<file path="src/swb_pkg.sv">
// Constants, types and helpers for the status word and SFR map block
package swb_pkg;
  localparam logic [7:0]  PSW_ADDR    = 8'hd0;
  localparam logic [7:0]  SYSC_ADDR   = 8'hb1;
  localparam logic [7:0]  PCON2_ADDR  = 8'h88;
  localparam logic [7:0]  PSW_RST     = 8'h00;
  localparam logic [7:0]  SYSC_RST    = 8'h21;
  localparam logic [7:0]  SYSC_MASK   = 8'h33;
  localparam logic [7:0]  PCON2_RST   = 8'h00;
  localparam logic [15:0] ONCHIP_EXTENDED_RAM_BASE   = 16'hfc00;
  localparam int          MAP_BIT     = 4;
  localparam int          CY_BIT      = 7;
  localparam int          HC_BIT      = 6;
  localparam int          UF0_BIT     = 5;
  localparam int          BSH_BIT     = 4;
  localparam int          BSL_BIT     = 3;
  localparam int          OV_BIT      = 2;
  localparam int          UF1_BIT     = 1;
  localparam int          PAR_BIT     = 0;
  localparam int          RST_MIN_OSC = 24;

  // Kind of memory access the core asks for
  typedef enum logic [3:0] {
    REQ_CODE     = 4'b0001,
    REQ_XDATA    = 4'b0010,
    REQ_DIRECT   = 4'b0100,
    REQ_INDIRECT = 4'b1000
  } swb_req_t;

  // Space the access lands in
  typedef enum logic [6:0] {
    TGT_NONE    = 7'b0000000,
    TGT_PROG    = 7'b0000001,
    TGT_EXT     = 7'b0000010,
    TGT_ONCHIP_EXTENDED_RAM    = 7'b0000100,
    TGT_IRAM    = 7'b0001000,
    TGT_SFR_STD = 7'b0010000,
    TGT_SFR_MAP = 7'b0100000,
    TGT_RSV     = 7'b1000000
  } swb_tgt_t;

  // Bit addressable SFR: upper half and low three address bits zero
  function automatic logic swb_bit_ok(input logic [7:0] a);
    swb_bit_ok = a[7] && (a[2:0] == 3'h0);
  endfunction : swb_bit_ok

  // Odd count of ones gives one
  function automatic logic swb_parity(input logic [7:0] v);
    swb_parity = ^v;
  endfunction : swb_parity
endpackage : swb_pkg

</file>
<file path="src/swb_rst_sync.sv">
// Two-stage synchroniser for the active low reset pin
`timescale 1ns/1ps
module swb_rst_sync (
  input  wire logic i_sys_clk,
  input  wire logic i_arst_n,
  output logic      o_rst_n
);
  typedef struct packed {
    logic s1;
    logic s2;
  } swb_rs_st_t;

  swb_rs_st_t st_ff;
  swb_rs_st_t nxt_st;

  // Assert at once, release after two edges
  always_comb begin
    nxt_st    = st_ff;
    nxt_st.s1 = 1'b1;
    nxt_st.s2 = st_ff.s1;
  end

  always_ff @(posedge i_sys_clk or negedge i_arst_n) begin
    if (!i_arst_n) begin
      st_ff <= '0;
    end else begin
      st_ff <= nxt_st;
    end
  end

  assign o_rst_n = st_ff.s2;
endmodule : swb_rst_sync

</file>
<file path="src/swb_space_dec.sv">
// Decoder of the four operand spaces and of the SFR map
`timescale 1ns/1ps
module swb_space_dec
  import swb_pkg::*;
(
  input  wire swb_req_t    i_space,
  input  wire logic [15:0] i_addr,
  input  wire logic        i_alt_map,
  output swb_tgt_t         o_tgt
);
  // Direct upper half follows the map bit; indirect always hits RAM
  always_comb begin
    unique case (i_space)
      REQ_CODE:     o_tgt = TGT_PROG;
      REQ_XDATA:    o_tgt = (i_addr >= ONCHIP_EXTENDED_RAM_BASE) ? TGT_ONCHIP_EXTENDED_RAM : TGT_EXT;
      REQ_DIRECT: begin
        if (i_addr[7]) begin
          o_tgt = i_alt_map ? TGT_SFR_MAP : TGT_SFR_STD;
        end else begin
          o_tgt = TGT_IRAM;
        end
      end
      REQ_INDIRECT: o_tgt = TGT_IRAM;
      default:      o_tgt = TGT_NONE;
    endcase
  end
endmodule : swb_space_dec

</file>
<file path="src/swb_status_map.sv">
// Status word, system control map bit and second power control register
//
// The plain strobed port was chosen for this implementation.
`timescale 1ns/1ps
module swb_status_map
  import swb_pkg::*;
(
  input  wire logic        i_sys_clk,
  input  wire logic        i_arst_n,
  input  wire logic [7:0]  i_addr,
  input  wire logic [7:0]  i_wdata,
  input  wire logic        i_wr,
  input  wire logic        i_rd,
  output logic [7:0]       o_rdata,
  input  wire logic [7:0]  i_bit_addr,
  input  wire logic        i_bit_wval,
  input  wire logic        i_bit_wr,
  input  wire logic        i_bit_rd,
  output logic             o_bit_rval,
  input  wire logic [7:0]  i_acc,
  input  wire logic        i_instr_done,
  input  wire logic        i_arith_we,
  input  wire logic        i_cy,
  input  wire logic        i_ov,
  input  wire logic        i_hc_we,
  input  wire logic        i_hc,
  input  wire swb_req_t    i_req_space,
  input  wire logic [15:0] i_req_addr,
  output swb_tgt_t         o_tgt,
  output logic [7:0]       o_psw,
  output logic [7:0]       o_bank_base,
  output logic             o_alt_map,
  output logic [7:0]       o_pcon2,
  output logic             o_rst_n
);
  typedef struct packed {
    logic [7:0] processor_status_word;
    logic [7:0] sysc;
    logic [7:0] pcon2;
    logic [7:0] rdata;
    logic       bit_rval;
    logic [7:0] bank;
    swb_tgt_t   tgt;
    logic       rst_n;
  } swb_top_st_t;

  swb_top_st_t st_ff;
  swb_top_st_t nxt_st;
  logic        rst_n;
  swb_tgt_t    dec_tgt;
  logic [7:0]  bit_byte;
  logic [2:0]  bit_idx;
  logic        std_map;
  logic [7:0]  bit_src;

  // Reset pin synchroniser
  swb_rst_sync u_rst (
    .i_sys_clk (i_sys_clk),
    .i_arst_n  (i_arst_n),
    .o_rst_n   (rst_n)
  );

  // Space and map decode of core accesses
  swb_space_dec u_dec (
    .i_space   (i_req_space),
    .i_addr    (i_req_addr),
    .i_alt_map (st_ff.sysc[MAP_BIT]),
    .o_tgt     (dec_tgt)
  );

  // Byte read mux; control register is visible in both areas
  function automatic logic [7:0] rd_mux(input swb_top_st_t s, input logic [7:0] a);
    logic std;
    std    = !s.sysc[MAP_BIT];
    rd_mux = 8'h00;
    if (a == SYSC_ADDR) begin
      rd_mux = s.sysc & SYSC_MASK;
    end else if (std && a == PSW_ADDR) begin
      rd_mux = s.processor_status_word;
    end else if (!std && a == PCON2_ADDR) begin
      rd_mux = s.pcon2;
    end
  endfunction : rd_mux

  assign bit_byte = {i_bit_addr[7:3], 3'h0};
  assign bit_idx  = i_bit_addr[2:0];
  assign std_map  = !st_ff.sysc[MAP_BIT];
  assign bit_src  = rd_mux(st_ff, bit_byte);

  // Next state: software writes first, hardware flag updates win
  always_comb begin
    nxt_st       = st_ff;
    nxt_st.rst_n = 1'b1;
    if (i_wr) begin
      if (i_addr == SYSC_ADDR) begin
        nxt_st.sysc = i_wdata & SYSC_MASK;
      end else if (std_map && i_addr == PSW_ADDR) begin
        nxt_st.processor_status_word[7:1] = i_wdata[7:1];
      end else if (!std_map && i_addr == PCON2_ADDR) begin
        nxt_st.pcon2 = i_wdata;
      end
    end
    if (i_bit_wr && swb_bit_ok(bit_byte)) begin
      if (std_map && bit_byte == PSW_ADDR && bit_idx != 3'(PAR_BIT)) begin
        nxt_st.processor_status_word[bit_idx] = i_bit_wval;
      end else if (!std_map && bit_byte == PCON2_ADDR) begin
        nxt_st.pcon2[bit_idx] = i_bit_wval;
      end
    end
    if (i_arith_we) begin
      nxt_st.processor_status_word[CY_BIT] = i_cy;
      nxt_st.processor_status_word[OV_BIT] = i_ov;
    end
    if (i_hc_we) begin
      nxt_st.processor_status_word[HC_BIT] = i_hc;
    end
    if (i_instr_done) begin
      nxt_st.processor_status_word[PAR_BIT] = swb_parity(i_acc);
    end
    nxt_st.bank     = {3'h0, nxt_st.processor_status_word[BSH_BIT], nxt_st.processor_status_word[BSL_BIT], 3'h0};
    nxt_st.rdata    = i_rd ? rd_mux(st_ff, i_addr) : 8'h00;
    nxt_st.bit_rval = 1'b0;
    if (i_bit_rd && swb_bit_ok(bit_byte)) begin
      nxt_st.bit_rval = bit_src[bit_idx];
    end
    nxt_st.tgt = dec_tgt;
  end

  // State register on the synchronised reset
  always_ff @(posedge i_sys_clk or negedge rst_n) begin
    if (!rst_n) begin
      st_ff       <= '0;
      st_ff.processor_status_word   <= PSW_RST;
      st_ff.sysc  <= SYSC_RST;
      st_ff.pcon2 <= PCON2_RST;
    end else begin
      st_ff <= nxt_st;
    end
  end

  // Outputs straight from the state register
  assign o_rdata     = st_ff.rdata;
  assign o_bit_rval  = st_ff.bit_rval;
  assign o_tgt       = st_ff.tgt;
  assign o_psw       = st_ff.processor_status_word;
  assign o_bank_base = st_ff.bank;
  assign o_alt_map   = st_ff.sysc[MAP_BIT];
  assign o_pcon2     = st_ff.pcon2;
  assign o_rst_n     = st_ff.rst_n;
endmodule : swb_status_map

</file>
<file path="config.mk">
export PLATFORM = sky130hd
export DESIGN_NAME = swb_status_map
export DESIGN_NICKNAME = d
export VERILOG_FILES = /design/src/swb_pkg.sv /design/src/swb_rst_sync.sv /design/src/swb_space_dec.sv /design/src/swb_status_map.sv
export SDC_FILE = /design/constraint.sdc
export NUM_CORES = 1
export LEC_CHECK = 0
export ABC_AREA = 1
export BUFFER_PORTS_ARGS = -buffer_cell sky130_fd_sc_hd__buf_2
export CAP_MARGIN = 10
export CORE_MARGIN = 1.5
export CORE_UTILIZATION = 25
export CTS_BUF_LIST = sky130_fd_sc_hd__clkbuf_4 sky130_fd_sc_hd__clkbuf_8 sky130_fd_sc_hd__clkbuf_16
export CTS_CLUSTER_DIAMETER = 30
export CTS_CLUSTER_SIZE = 8
export DETAILED_ROUTE_END_ITERATION = 8
export RECOVER_POWER = 50
export REMOVE_ABC_BUFFERS = 1
export SLEW_MARGIN = 20
export SYNTH_ARGS = -nofsm -noshare
export SYNTH_HDL_FRONTEND = slang
export SYNTH_SLANG_ARGS = --single-unit
export TNS_END_PERCENT = 100
</file>
<file path="constraint.sdc">
create_clock -name i_sys_clk -period 1.3 [get_ports i_sys_clk]
set_input_delay 0.13 -clock i_sys_clk [delete_from_list [all_inputs] [get_ports i_sys_clk]]
set_output_delay 0.13 -clock i_sys_clk [all_outputs]
set_load 0.005 [all_outputs]
</file>
; After elaboration in Yosys (flattened, before gate mapping)
; Cells that the tools add are included.
[word_totals]
register_bits = 41
inputBits = 65
out_inout_bits = 42
elab_cells = 71
[op_classes]
n_lt_le_gt_ge = 3
eq_ne = 9
mux = 33
reduce_logical = 15
[op_table]
columns = cell, n
row1 = $mux W8, 15
row2 = $mux W7, 4
row3 = $pmux W7 S4, 1
row4 = $eq A8 B8 Y1 const B, 3
row5 = $bwmux W8, 2
row6 = $ge A16 B16 Y1 const B, 1
row7 = $eq A5 B5 Y1 const B, 2
row8 = $logic_and A1 B1 Y1, 8
row9 = $reduce_xor A8 Y1, 1
row10 = $mux W1, 7
row11 = $mux W6, 1
row12 = $eq A4 B1 Y1 const B, 1
row13 = $eq A4 B2 Y1 const B, 1
row14 = $eq A4 B3 Y1 const B, 1
row15 = $eq A4 B4 Y1 const B, 1
row16 = $lt A3 B4 Y1 const B, 1
row17 = $reduce_and A2 Y1, 2
row18 = $reduce_bool A2 Y1, 2
row19 = $bmux W1 S3, 1
row20 = $demux W1 S3, 1
row21 = $ge A3 B1 Y1 const B, 1
row22 = $mux W3, 1
row23 = $reduce_bool A3 Y1, 1
row24 = $logic_not A1 Y1, 1

; Depth between registers and ports, before layout
; Gate-level depths: netlist (run 1).
[logic_depth]
depth_word = 10
ltp_mapped = 11
mapped_depth_nobuf = 10

; Hierarchy
; A second synthesis (run 1) with hierarchy kept.
[hier_totals]
hier_cells = 387
hier_area_um2 = 2748.9
[by_module_without_submodules]
columns = module, n_inst, cells_per_inst, area_per_inst_um2, seq_area_each_um2
row1 = swb_status_map, 1, 357, 2573.7, 928.4
row2 = swb_space_dec, 1, 27, 121.4, 0.0
row3 = swb_rst_sync, 1, 3, 53.8, 50.0

; Least setup slack after synthesis (run 1)
; Ideal clock, no wire load.
[synth_timing]
kind = register -> register
from = register st_ff, in the netlist o_alt_map
to = register st_ff, in the netlist o_psw[6]
setup_ns = 0.116
t_arrival_ns = 1.238
t_required_ns = 1.184
setup_slack_ns = -0.054
path_stages_with_launch = 12
n_path_buf = 1
synth_period_minus_slack_ns = 1.354
cell_sequence = dfrtp_1 inv_2 nand2_1 nor2_1 nand2_1 nor2_2 buf_6 nand3_2 nand2_1 inv_1 nand2_1 nand2_1
[synth_rtl]
columns = element, line
row1 = start: declaration, swb_status_map.sv:47  ; swb_top_st_t st_ff;
row2 = start signal: assignment, swb_status_map.sv:137  ; st_ff <= nxt_st;

==> results of run 1 <==
[worst max-delay path by stage]
stage,cells past startpoint,slack [ns],from,to
final,11,-0.24,o_alt_map,o_rdata[4]
after detailed placement,9,-0.11,o_alt_map,o_pcon2[6]
after global placement,9,-0.10,o_alt_map,o_pcon2[4]
after global routing,11,-0.32,o_alt_map,o_psw[2]
after floorplan,10,-0.14,o_alt_map,o_psw[2]
after CTS,11,-0.1,o_alt_map,o_psw[2]
[cell usage in the layout, fill, tap and decap left out, types with 2 or more instances in the layout]
| cell type | count |
|---|---|
| nand3_2 | 3 |
| nand3_4 | 2 |
| dfstp_2 | 2 |
| a21oi_2 | 6 |
| clkbuf_1 | 2 |
| clkinv_4 | 3 |
| dfrtp_1 | 36 |
| nor2_1 | 32 |
| o21ai_0 | 15 |
| buf_2 | 88 |
| nand3_1 | 37 |
| bufinv_16 | 2 |
| nand2_4 | 4 |
| inv_2 | 3 |
| clkbuf_8 | 5 |
| buf_12 | 2 |
| nor2_4 | 7 |
| nor3_1 | 3 |
| dlygate4sd3_1 | 2 |
| o21ai_1 | 6 |
| buf_4 | 22 |
| nor2_2 | 4 |
| conb_1 | 9 |
| nand2_2 | 12 |
| nand3b_1 | 3 |
| nand4_1 | 2 |
| xnor2_1 | 5 |
| inv_1 | 50 |
| nand2_1 | 102 |
[registers in the layout, indices dropped and copies added (netlist names)]
register / flops
o_pcon2: 8
o_rdata: 8
o_psw: 7
o_tgt: 6
st_ff: 3
o_alt_map: 1
o_bank_base: 1
o_bit_rval: 1
o_rst_n: 1
u_rst.nxt_st: 1
u_rst.o_rst_n: 1
[area by class of cell]
| cell class | instances | area share, % |
|---|---|---|
| Clock buffer | 5 | 1.91 |
| Clock inverter | 3 | 1.91 |
| Inverter | 55 | 6.02 |
| Multi-Input combinational cell | 264 | 38.9 |
| Sequential cell | 38 | 26.5 |
| Tap cell | 140 | 4.87 |
| Timing Repair Buffer | 119 | 19.9 |
[power groups by stage]
stage                     Clock, mW  Sequential (mW)  Combinational, mW
after CTS                      1.27             1.26              0.507
after global placement            0             1.29              0.487
after global routing           1.35             1.27              0.580
after detailed placement          0             1.29              0.496
final                          1.24             1.26              0.517
after floorplan                   0             1.30              0.208
[cell families (layout without fill, tap and decap cells)]
family / after synthesis / in the layout / share of synthesized area [%]
mux: 1 / 1 / 0.547
xor+xnor: 6 / 6 / 1.92
buf+inv: 97 / 182 / 19.2
compound gates: 31 / 31 / 6.25
simple gates: 216 / 217 / 37.1
flops: 38 / 38 / 34.7
other cells: 2 / 9 / 0.274
[metal layers]
layer,part of all wire (%),vias to the layer above,GRT usage (%)
met5,0,-,0
met4,2.9,0,4.79
met2,47,129,22.7
li1,-,1349,-
met3,8.2,28,3.45
met1,42,1245,16.2
[repair_timing]
action,4_1_cts,5_1_grt
pin swaps,3,13
endpoints found under the hold margin,3,0
setup endpoints to repair,24,24
gates cloned,0,2
hold buffers,2,0
setup buffers,0,3
gates resized for setup,10,24
[stage by stage]
step           hold slack, ns  total power, mW
2_1_floorplan          -0.166             1.50
3_3_place_gp          -0.0830             1.77
3_5_place_dp          -0.0799             1.78
4_1_cts               0.00211             3.04
5_1_grt               0.00298             3.20
6_report              0.00612             3.02
==> results.json, run 1 <==
{
  "skew_ns": 0.00622,
  "final_cell_area_um2": 3590,
  "synth.avg_cell_area_um2": 7.02,
  "final-setup-viol-count": 24,
  "yosysWarnings": 0,
  "instances_no_fill": 624,
  "multiInputGateArea_um2": 1400,
  "wl_per_cell_um": 12.8,
  "cp-end-kind": "flip-flop",
  "max_freq_mhz": 650,
  "path_cells": "inv_2, buf_4, buf_4, nor2_4, nand3_4, nor2_8, buf_4, a21oi_2, o21ai_1, nand2_1, inv_1",
  "violations": "negative setup slack",
  "core_um2": 10800,
  "drtIter0Drc": 211,
  "cap_violations": 0,
  "syn_inst": 391,
  "gp_congestion": 0.878,
  "irDropWorstVdd_uv": 389,
  "fin_ws_ns": -0.238,
  "grt_use_total_pct": 13.4,
  "synth_edf_count": 0,
  "grt-ovfl-total": 0,
  "hold_end": "o_tgt[0]",
  "vias": 2751,
  "rsz0062_at_grt": "true",
  "synth_cell_types": 36,
  "power.leakage_nw": 1.96,
  "slowest_stage": "dfrtp_1",
  "dieWidth_um": 108,
  "r2r-end": "o_rdata[4]",
  "via_per_inst": 4.41,
  "yosysMostFrequentCell": "nand2_1",
  "yosysTopAreaCell": "dfrtp_1",
  "p_clk_share_pct": 41.2,
  "layout.area.seq_um2": 953,
  "final_nets": 548,
  "seqPwrFrac_pct": 41.7,
  "io_buffers": 90,
  "row_count": 38,
  "syn_to_final_growth_pct": 31.0,
  "grt_max_degree": 37,
  "ys.flop_type": "dfrtp_1",
  "tns_ns": -3.28,
  "antenna_found_initial": 0,
  "max_stage_delay_ns": 0.36,
  "firstDrtPassIters": 4,
  "synth-async-reset-ratio_pct": 100,
  "yosys-top-cells-count": "nand2_1 (112), inv_1 (50), buf_4 (39), nand3_1 (39), dfrtp_1 (36)",
  "die_h_um": 108,
  "crit_type": "flip-flop to flip-flop",
  "r2r_cells": 11,
  "combPwrFrac_pct": 17.1,
  "relSlewSlack_pct": 36.3,
  "path_max_fanout": 7,
  "crit_buf_inv": 5,
  "required_ns": 1.55,
  "dp.cells": 609,
  "ios": 107,
  "syn_area_um2": 2740,
  "dp_hpwl_mm": 6.13,
  "wirelength_mm": 7.98,
  "drc": 0,
  "cts_tree": "done",
  "worstMarginPinSlew_ns": 0.955,
  "finalMaxSlewViolations": 0,
  "netSwitchingFraction_pct": 26.9,
  "arrival_ns": 1.79,
  "period_share_pct": 118,
  "fp.dieArea_um2": 11600,
  "intPower_mw": 2.21,
  "period_minus_slack_ns": 1.54,
  "hold_depth": 2,
  "grt_pass1_wl_mm": 12.0,
  "synth_top_cell_area_share_pct": 32.8,
  "drive_gt1_share_pct": 36.0,
  "max-clock-path-buffers": 2,
  "hold_class": "input pin to flip-flop",
  "clkTransAtPathRegs_ns": 0.09,
  "hold_viol_final": 0,
  "switching_power_mw": 0.813,
  "cp-start-kind": "flip-flop",
  "cts_buffers": 5,
  "hold_start": "i_req_space[3]",
  "dp_slack_ns": -0.107,
  "clk_latency_ns": 0.30,
  "ys_seq_area_share_pct": 34.7,
  "place_area_um2": 3290,
  "nFillCells": 1168,
  "crit_family": "buffers and inverters",
  "ant_nets": 0,
  "path_common_cell": "buf_4",
  "start_util_pct": 25.4,
  "status": "finished, violations left",
  "diodes": 0,
  "grt_pass1_vias": 2505,
  "synthTopCellsByArea": "dfrtp_1 (33%), nand2_1 (15%), buf_4 (11%)",
  "cts_root_buf": "clkbuf_8",
  "power_density_nw_per_um2": 841,
  "clock_sinks": 38,
  "ctsHtreeMaxLevel": 2,
  "finalCoreUtilization_pct": 33.3,
  "ys_ff_latch": 38,
  "rr_startpoint": "o_alt_map",
  "r2r_setup_slack_ns": -0.24
}
Power figures use the tool's default switching activity.
==> run 2: changes to the inputs <==
--- a/config.mk
+++ b/config.mk
@@ -14,9 +14,9 @@
 export CTS_CLUSTER_DIAMETER = 30
 export CTS_CLUSTER_SIZE = 8
 export DETAILED_ROUTE_END_ITERATION = 8
+export PLACE_DENSITY_LB_ADDON = 0.25
 export RECOVER_POWER = 50
 export REMOVE_ABC_BUFFERS = 1
-export SLEW_MARGIN = 20
 export SYNTH_ARGS = -nofsm -noshare
 export SYNTH_HDL_FRONTEND = slang
 export SYNTH_SLANG_ARGS = --single-unit
==> constraint.sdc (replaced) <==
create_clock -name i_sys_clk -period 1.3 [get_ports i_sys_clk]
set_input_delay 0.065 -clock i_sys_clk [delete_from_list [all_inputs] [get_ports i_sys_clk]]
set_output_delay 0.065 -clock i_sys_clk [all_outputs]
set_load 0.005 [all_outputs]
==> run 2 against run 1 <==
Net effect: the flow still finishes with violations (negative setup slack); core utilization up 2.4 points; flip-flop and latch count unchanged; register-to-register slack improved by 0.12 ns; routed wire length grew 2.7%; sequential power about the same.
==> results.json, run 2 (synthesis gave the netlist of run 1 again) <==
{
  "r2r_setup_slack_ns": -0.11,
  "cp-end-kind": "flip-flop",
  "finalMaxSlewViolations": 0,
  "tns_ns": -1.33,
  "rr_startpoint": "o_alt_map",
  "hold_viol_final": 0,
  "holdWs_ns": 0.0149,
  "fp.dieArea_um2": 11600,
  "grt_max_degree": 30,
  "worstMarginPinSlew_ns": 0.505,
  "irDropWorstVdd_uv": 388,
  "syn_to_final_growth_pct": 40.5,
  "cts_tree": "done",
  "drc": 0,
  "fin_ws_ns": -0.114,
  "clkTransAtPathRegs_ns": 0.09,
  "drive_gt1_share_pct": 40.9,
  "r2r_cells": 11,
  "dp.cells": 615,
  "start_util_pct": 25.4,
  "relSlewSlack_pct": 66.2,
  "core_um2": 10800,
  "skew_ns": 0.0135,
  "arrival_ns": 1.66,
  "grt_pass1_vias": 2652,
  "io_buffers": 90,
  "rsz0062_at_grt": "true",
  "die_h_um": 108,
  "dieWidth_um": 108,
  "ctsHtreeMaxLevel": 2,
  "grt-ovfl-total": 0,
  "grt_pass1_wl_mm": 13.0,
  "hold_class": "input pin to flip-flop",
  "antenna_found_initial": 0,
  "dp_hpwl_mm": 6.62,
  "final_common_cell": "nand2_1",
  "diodes": 0,
  "period_share_pct": 109,
  "clk_latency_ns": 0.30,
  "wirelength_mm": 8.20,
  "status": "finished, violations left",
  "finalCoreUtilization_pct": 35.7,
  "layout_common_cells": "nand2_1 (89), buf_2 (88), inv_1 (48)",
  "cts_buffers": 5,
  "firstDrtPassIters": 4,
  "row_count": 38,
  "crit_type": "flip-flop to flip-flop",
  "max_freq_mhz": 707,
  "cap_violations": 0,
  "max-clock-path-buffers": 2,
  "violations": "negative setup slack",
  "gp_congestion": 0.868,
  "via_per_inst": 4.20,
  "instances_no_fill": 639,
  "final-setup-viol-count": 22,
  "cp-start-kind": "flip-flop",
  "clock_sinks": 38,
  "final_nets": 563,
  "r2r-end": "o_psw[1]",
  "period_minus_slack_ns": 1.41,
  "startpoint": "o_alt_map",
  "wl_per_cell_um": 12.8,
  "required_ns": 1.55,
  "cts_root_buf": "clkbuf_8",
  "vias": 2685,
  "path_max_fanout": 6,
  "grt_use_total_pct": 14.5,
  "drtIter0Drc": 126,
  "power.leakage_nw": 2.13,
  "crit_path_end": "o_psw[1]",
  "power_density_nw_per_um2": 798,
  "ant_nets": 0,
  "ios": 107
}
-- run 2: cell types whose count changed in the layout (fill, tap and decap cells not counted), sizes merged --
cell,previous run,this run
nor2,44,43
clkinv,3,2
buf,113,121
inv,53,54
clkbuf,9,8
dlygate4sd3,2,11
-- run 2: final cells by class --
type                            count  area, um^2
Fill cell                        1161        6940
Multi-Input combinational cell    263        1500
Sequential cell                    38         953
Timing Repair Buffer              135         880
Inverter                           55         211
Tap cell                          140         175
Clock buffer                        5        68.8
Clock inverter                      3        68.8
-- run 2: worst min path at each step --
stage | start | to | slack (ns) | depth (start not counted)
final | i_bit_rd | o_bit_rval | 0.01 | 3
after floorplan | i_arst_n | u_rst.nxt_st[0] | -0.23 | 0
after global placement | i_arst_n | u_rst.nxt_st[0] | -0.15 | 1
after global routing | i_bit_rd | o_bit_rval | 0.03 | 3
after detailed placement | i_arst_n | u_rst.o_rst_n | -0.14 | 1
after CTS | i_bit_rd | o_bit_rval | 0.01 | 3
-- run 2: routing by layer --
metal / share of wire, % / routed length, um / track usage, %
met4: 1.1 / 91 / 3.85
met5: 0 / 0 / 0
met1: 45 / 3690 / 18.8
met2: 48 / 3940 / 24.5
met3: 5.8 / 478 / 2.85
-- run 2: metrics by stage --
stage	area [um^2]	total power, mW	setup WS (ns)
after floorplan	2460	1.50	-0.144
after global placement	3320	1.79	-0.138
after detailed placement	3320	1.79	-0.133
after CTS	3690	3.10	-0.128
after global routing	3850	3.23	-0.216
final	3850	3.08	-0.114
-- run 2: power breakdown --
part / leakage, nW / total, mW / switching, mW / internal (mW)
sequential: 0.480 / 1.27 / 0.0442 / 1.23
clock: 0.0683 / 1.24 / 0.475 / 0.770
combinational: 1.58 / 0.563 / 0.311 / 0.252
total: 2.13 / 3.08 / 0.829 / 2.25
-- run 2: what timing repair did --
item	CTS	global route
gates resized for setup	20	57
pin swaps	5	18
endpoints found under the hold margin	8	0
hold buffers	11	0
setup endpoints to repair	20	24
setup buffers	4	1
-- run 2: critical path, stage by stage (launching register included) --
cell and delay, ns:
dfrtp_1 0.40, inv_2 0.12, buf_6 0.12, nand2_4 0.05, nor2_4 0.14, nand2_4 0.10, nor2_4 0.10, buf_6 0.13
nand2_2 0.05, nand3_2 0.06, nand2_1 0.05, inv_1 0.05
